### src/rtl/lrc_pkg.sv
package lrc_pkg;
    // ***********************************************
    // widths of the compared output groups and the allowed core counts
    // ***********************************************
    localparam int CORE_OUT_W = 64;
    localparam int CCU_OUT_W = 64;
    localparam int SLV_OUT_W = 64;
    localparam int CORE_COUNT_ONE = 1;
    localparam int CORE_COUNT_TWO = 2;
    // reset level of the fault flag and mode synchroniser
    localparam logic FAULT_RESET = 1'b0;
    localparam logic MODE_RESET = 1'b0;

    // ***********************************************
    // operating modes of a two-core cluster
    // ***********************************************
    typedef enum logic {
        LRC_SPLIT,
        LRC_LOCKED
    } lrc_mode_t;
endpackage

### src/rtl/lrc_compare.sv
`timescale 1ns/100ps
// What this block does
// - compare core, coherency, slave port with copies
// - mismatch counts only while compare enabled
// - only primary copy drives pins and memories
// - redundant copy shares inputs, caches, memories
// - redundancy offered for one or two cores
// - mode input picks split or locked operation on a two-core build; one core is always locked
// - split mode: independent cores, own caches
// - locked mode: second core redundant, cache unused
module lrc_compare #(
    parameter int CORE_COUNT = 2
) (
    input wire logic clock,
    input wire logic rst,
    input wire logic compare_enable_in,
    input wire logic redundancy_mode_select,
    input wire logic [lrc_pkg::CORE_OUT_W-1:0] primaryCoreOut,
    input wire logic [lrc_pkg::CORE_OUT_W-1:0] redundantCoreOut,
    input wire logic [lrc_pkg::CCU_OUT_W-1:0] primaryCcuOut,
    input wire logic [lrc_pkg::CCU_OUT_W-1:0] redundantCcuOut,
    input wire logic [lrc_pkg::SLV_OUT_W-1:0] primarySlaveOut,
    input wire logic [lrc_pkg::SLV_OUT_W-1:0] redundantSlaveOut,
    input wire logic [lrc_pkg::CORE_OUT_W-1:0] secondCoreOut,
    output logic [lrc_pkg::CORE_OUT_W-1:0] pinOut,
    output logic [lrc_pkg::CORE_OUT_W-1:0] secondPinOut,
    output logic secondCacheEnable,
    output logic lockedMode,
    output logic compare_fault_out
);
    // ***********************************************
    // build-time check on the cluster size
    // ***********************************************
    // a three or four core build cannot carry a redundant copy
    if (CORE_COUNT != lrc_pkg::CORE_COUNT_ONE && CORE_COUNT != lrc_pkg::CORE_COUNT_TWO) begin : g_badCount
        $error("redundant lock-step needs a one or two core cluster");
    end

    localparam logic TWO_CORE = (CORE_COUNT == lrc_pkg::CORE_COUNT_TWO);

    // ***********************************************
    // mode latch
    // ***********************************************
    lrc_pkg::lrc_mode_t mode_reg;
    logic modeSync1_reg;
    logic modeSync2_reg;
    logic syncFill1_reg;
    logic syncFill2_reg;
    logic captured_reg;

    // the mode pin is a tie-off from outside, so resynchronise it
    always_ff @(posedge clock or posedge rst) begin
        if (rst) begin
            modeSync1_reg <= lrc_pkg::MODE_RESET;
            modeSync2_reg <= lrc_pkg::MODE_RESET;
        end else begin
            modeSync1_reg <= redundancy_mode_select;
            modeSync2_reg <= modeSync1_reg;
        end
    end

    // fill marker beside the synchroniser: stage two still shows its
    // reset value until two edges after release, so it must not be read
    always_ff @(posedge clock or posedge rst) begin
        if (rst) begin
            syncFill1_reg <= 1'b0;
            syncFill2_reg <= 1'b0;
        end else begin
            syncFill1_reg <= 1'b1;
            syncFill2_reg <= syncFill1_reg;
        end
    end

    // caught once the synchroniser holds the pin; later pin changes are
    // ignored, so a stray toggle cannot flip a running cluster
    always_ff @(posedge clock or posedge rst) begin
        if (rst) begin
            mode_reg <= lrc_pkg::LRC_LOCKED;
            captured_reg <= 1'b0;
        end else if (syncFill2_reg && !captured_reg) begin
            captured_reg <= 1'b1;
            if (!TWO_CORE || modeSync2_reg) begin
                mode_reg <= lrc_pkg::LRC_LOCKED;
            end else begin
                mode_reg <= lrc_pkg::LRC_SPLIT;
            end
        end
    end

    wire logic isLocked = (mode_reg == lrc_pkg::LRC_LOCKED);

    // ***********************************************
    // output steering: primary reaches pins, second core only in split mode
    // ***********************************************
    always_ff @(posedge clock or posedge rst) begin
        if (rst) begin
            pinOut <= '0;
            secondPinOut <= '0;
            secondCacheEnable <= 1'b0;
            lockedMode <= 1'b1;
        end else begin
            pinOut <= primaryCoreOut;
            secondPinOut <= isLocked ? '0 : secondCoreOut;
            secondCacheEnable <= TWO_CORE && !isLocked;
            lockedMode <= isLocked;
        end
    end

    // ***********************************************
    // comparators
    // ***********************************************
    // one diff per group, all ORed into the single fault flag, which does not say which group failed
    wire logic coreDiff = (primaryCoreOut != redundantCoreOut);
    wire logic ccuDiff = (primaryCcuOut != redundantCcuOut);
    wire logic slaveDiff = (primarySlaveOut != redundantSlaveOut);
    wire logic mismatch = coreDiff || ccuDiff || slaveDiff;
    // in split mode the second core runs its own code, so no compare
    wire logic compareLive = compare_enable_in && isLocked && captured_reg;

    // same-clock inputs: sampled each cycle, fault registered next cycle
    always_ff @(posedge clock or posedge rst) begin
        if (rst) begin
            compare_fault_out <= lrc_pkg::FAULT_RESET;
        end else begin
            compare_fault_out <= compareLive && mismatch;
        end
    end
endmodule

### config.mk
export PLATFORM = sky130hd
export DESIGN_NAME = lrc_compare
export DESIGN_NICKNAME = d
export VERILOG_FILES = /design/src/rtl/lrc_pkg.sv /design/src/rtl/lrc_compare.sv
export SDC_FILE = /design/constraint.sdc
export NUM_CORES = 1
export LEC_CHECK = 0
export ABC_AREA = 1
export BUFFER_PORTS_ARGS = -buffer_cell sky130_fd_sc_hd__buf_2
export CELL_PAD_IN_SITES_DETAIL_PLACEMENT = 0
export CELL_PAD_IN_SITES_GLOBAL_PLACEMENT = 1
export CORE_AREA = 2 2 226 228
export CTS_CLUSTER_SIZE = 28
export DETAILED_ROUTE_END_ITERATION = 7
export DIE_AREA = 0 0 228 230
export GPL_TIMING_DRIVEN = 0
export PLACE_DENSITY_LB_ADDON = 0.15
export SYNTH_ARGS = -nofsm -noshare
export SYNTH_HDL_FRONTEND = slang
export SYNTH_SLANG_ARGS = --single-unit
### constraint.sdc
create_clock -name clock -period 12.05 [get_ports clock]
set_clock_uncertainty 0.2 [all_clocks]
set_input_delay 1.8075 -clock clock [delete_from_list [all_inputs] [get_ports clock]]
set_output_delay 1.8075 -clock clock [all_outputs]
set_load 0.005 [all_outputs]
* Word level (Yosys, flattened, before mapping)
Cells that the tools add are included.
W data, S select, Z words.
** Storage, ports and cells
- Output and inout bits :: 131
- Logic and storage cells :: 24
- Register bits :: 137
- Bits of input ports :: 452
** Cells by class
- Reductions and logical operators :: 8
- Eq/ne operators :: 3
- Mux-type cells :: 2
** Operators by type and width (count)
- $ne A64 B64 Y1 :: 3
- $mux W64 :: 1
- $logic_and A1 B1 Y1 :: 4
- $logic_not A1 Y1 :: 2
- $logic_or A1 B1 Y1 :: 2
- $mux W1 :: 1

* Depth between registers and ports, before layout
- Depth after elaboration :: 4
- Mapped depth :: 12
- Depth with buffers taken out :: 12

* Least setup slack after synthesis
OpenSTA, ideal clock, no wires.
- Path kind :: input -> register
- From :: input port redundantCcuOut[45] in the netlist's numbering
- To :: register compare_fault_out
- Arrival :: 2501 ps
- Library setup time :: 113 ps
- Buffers on the path :: 0
- Stages :: 10
- Required time :: 11737 ps
- Slack :: 9237 ps
- Cell sequence :: xnor2_1 nand2_1 nor2_1 nand2_1 nor2_1 nand2_1 nor2_1 nand3_1 nand2_1 inv_1
** Between the ends
- Cells in the longest elaborated chain, start to end :: 4
** RTL lines
- start: declaration :: RTL line lrc_compare.sv:21 : input wire logic [lrc_pkg::CCU_OUT_W-1:0] redundantCcuOut,
- $ne A64 B64 Y1 :: RTL line lrc_compare.sv:114 : wire logic ccuDiff = (primaryCcuOut != redundantCcuOut);
- $logic_or A1 B1 Y1 (2 in a row) :: RTL line lrc_compare.sv:116 : wire logic mismatch = coreDiff || ccuDiff || slaveDiff;
- $logic_and A1 B1 Y1 :: RTL line lrc_compare.sv:125 : compare_fault_out <= compareLive && mismatch;
- end signal: assignment :: RTL line lrc_compare.sv:123 : compare_fault_out <= lrc_pkg::FAULT_RESET;
- end signal: assignment :: RTL line lrc_compare.sv:125
- end: declaration :: RTL line lrc_compare.sv:29 : output logic compare_fault_out
No other way between the ends.
A chain may end at the register's enable or synchronous reset.

* Final worst setup path
- From :: input port redundantCoreOut[6] in the netlist's numbering
- To :: register compare_fault_out
** Between the ends
- Cells in the longest elaborated chain, start to end :: 4
** RTL lines
- start: declaration :: RTL line lrc_compare.sv:19 : input wire logic [lrc_pkg::CORE_OUT_W-1:0] redundantCoreOut,
- $ne A64 B64 Y1 :: RTL line lrc_compare.sv:113 : wire logic coreDiff = (primaryCoreOut != redundantCoreOut);
- $logic_or A1 B1 Y1 (2 in a row) :: RTL line lrc_compare.sv:116
- $logic_and A1 B1 Y1 :: RTL line lrc_compare.sv:125
No other way between the ends.

==> impl_metrics.json <==
{
  "status": "finished clean",
  "powerDensity_nw_per_um2": 127,
  "fin_area_um2": 11000,
  "max_slew.worst_pin.slew_ns": 0.649,
  "avgRoutedWirePerCell_um": 15.0,
  "die_area_um2": 52400,
  "finalHoldViolCount": 0,
  "hold_path.class": "reg -> reg",
  "relSlewSlack_pct": 56.7,
  "yosysSeqAreaShare_pct": 52.0,
  "leakage_uw": 0.00593,
  "io_pins": 583,
  "drt_wl_total_mm": 30.6,
  "yosysTopAreaCellShare_pct": 51.2,
  "die_w_um": 228,
  "cp.arrival_ns": 3.22,
  "drv_cap": 0,
  "clockRootBuffer": "clkbuf_16",
  "reg_top3": "pinOut (64), secondPinOut (64)",
  "grt_max_degree": 76,
  "routabilityCongestion": 0.829,
  "cts_sinks": 137,
  "syn_nets": 1203,
  "core_area_um2": 49900,
  "start_util_pct": 13.2,
  "avgSynthCellArea_um2": 8.79,
  "clk_pin_slew_ns": 0.07,
  "cts_made_buffers": 17,
  "crit_path_end_kind": "register",
  "drive_above_1_share_pct": 45.6,
  "setup_viol": 0,
  "synth_cell_types": 15,
  "crit_type": "in -> reg",
  "antenna_found_initial": 14,
  "critPathRequiredTime_ns": 12.19,
  "p_total_uw": 1400,
  "fmax_mhz": 325,
  "peakVddDrop_v": 0.0000746,
  "finalSetupTns_ns": 0,
  "syn_inst": 751,
  "post_cts_buffers": 0,
  "final_antenna_net_count": 0,
  "maxSlewViolCount": 0,
  "cts_tree": "built",
  "cts_resized": 0,
  "postCtsHoldBufs": 0,
  "hpwlAfterDp_mm": 26.8,
  "clk_latency_ns": 0.43,
  "vias_per_cell": 3.23,
  "period_share_pct": 25.6,
  "first_iter_violations": 139,
  "dr.pass1.iters": 5,
  "grt_pass1_vias": 7084,
  "grt_use_total_pct": 11.5,
  "rsz0062_at_grt": "no",
  "synthTopCellsByArea": "dfrtp_1, xnor2_1, nand2_1",
  "fp.dieH_um": 230,
  "dpl_cell_area_um2": 10400,
  "final_cell_mix": "buf_2, nand2_1, xnor2_1",
  "synth_seq_cells": 137,
  "min_period_ns": 3.08,
  "n_fill_cell": 5687,
  "rows": 82,
  "area_growth_pct": 67.0,
  "yosys_warnings": 0,
  "cts_buffer_depth": 2,
  "nets": 1805,
  "portBuffers": 582,
  "start_kind": "input port",
  "synth_area_leader_cell": "dfrtp_1",
  "vias": 6602,
  "layout_commonest_cell": "buf_2",
  "cp_max_fo": 1,
  "grt_pass1_wl_mm": 44.0,
  "syn_area_um2": 6600,
  "drc": 0,
  "gr-total-overflow": 0,
  "htree_levels": 4
}
-- critical path, cell delays in order --
cell,delay [ns]
buf_2,0.13
xnor2_1,0.20
nand3_1,0.24
nor2_1,0.18
nand2_1,0.06
nor2_1,0.09
nand2_1,0.06
nor2_1,0.24
nand3_1,0.12
nand2_1,0.07
inv_1,0.03
-- kinds of logic (layout without fill, tap and decap cells) --
family                 after synthesis  count (layout)  synth area share [%]
buffers and inverters              119             733                  6.84
other                                1               9                0.0568
AO/OA/AOI/OAI                        3               3                 0.227
AND/OR/NAND/NOR                    323             323                  18.6
XOR/XNOR                           168             168                  22.3
flip-flops                         137             137                  52.0
-- path summary, 6_finish.rpt --
| path | startpoint | end | slack, ns | cells past startpoint |
|---|---|---|---|---|
| worst max-delay path | redundantCoreOut[6] | compare_fault_out | 8.97 | 11 |
| worst max register to register | isLocked | secondPinOut[53] | 10.34 | 3 |
| max in group asynchronous | rst | lockedMode | 9.54 | 3 |
| worst min-delay path | syncFill1_reg | syncFill2_reg | 0.15 | 0 |
| worst min register to register | syncFill1_reg | syncFill2_reg | 0.15 | 0 |
| min in group asynchronous | rst | pinOut[48] | 1.26 | 2 |
-- layout make-up --
type | count | area, µm² | share of cell area (%)
buffer | 7 | 31.3 | 0.284
timing repair buffer | 583 | 2940 | 26.7
multi-input combinational | 495 | 2720 | 24.7
clock inverter | 12 | 164 | 1.49
tap | 672 | 841 | 7.63
inverter | 112 | 425 | 3.86
sequential | 137 | 3430 | 31.1
clock buffer | 19 | 453 | 4.11
antenna | 8 | 20.0 | 0.182
-- per-layer routing --
layer	global-route usage [%]	share of wire, %	vias to the layer above
met5	0	0.23	-
met4	3.68	1.7	10
met3	4.76	9.8	35
met2	22.6	55	338
met1	10.7	33	2843
li1	-	-	3376
-- synthesized netlist by cell type, drive strengths merged --
cell and count:
a21oi 1, buf 4, clkbuf 3, conb 1, dfrtp 135, dfstp 2
inv 112, nand2 185, nand3 4, nand4 1, nor2 131, o21ai 2
or2 2, xnor2 168
-- metrics by stage --
stage | hold WS [ns] | worst slack [ns] | instances | util [%]
final | 0.151 | 8.97 | 2045 | 22.1
after CTS | 0.160 | 8.84 | 2037 | 22.1
after global placement | 0.131 | 4.03 | 2005 | 20.8
after global routing | 0.162 | 8.74 | 2039 | 22.1
after detailed placement | 0.143 | 8.39 | 2006 | 20.8
after floorplan | 0.131 | 6.38 | 751 | -
-- report_power, final --
part,total [µW],switching [µW],leakage (µW),internal (µW)
clock network,558,220,0.000300,338
logic,312,159,0.00393,153
registers,529,13.2,0.00169,516
total,1400,393,0.00593,1010
(Power assumes the default switching activity.)
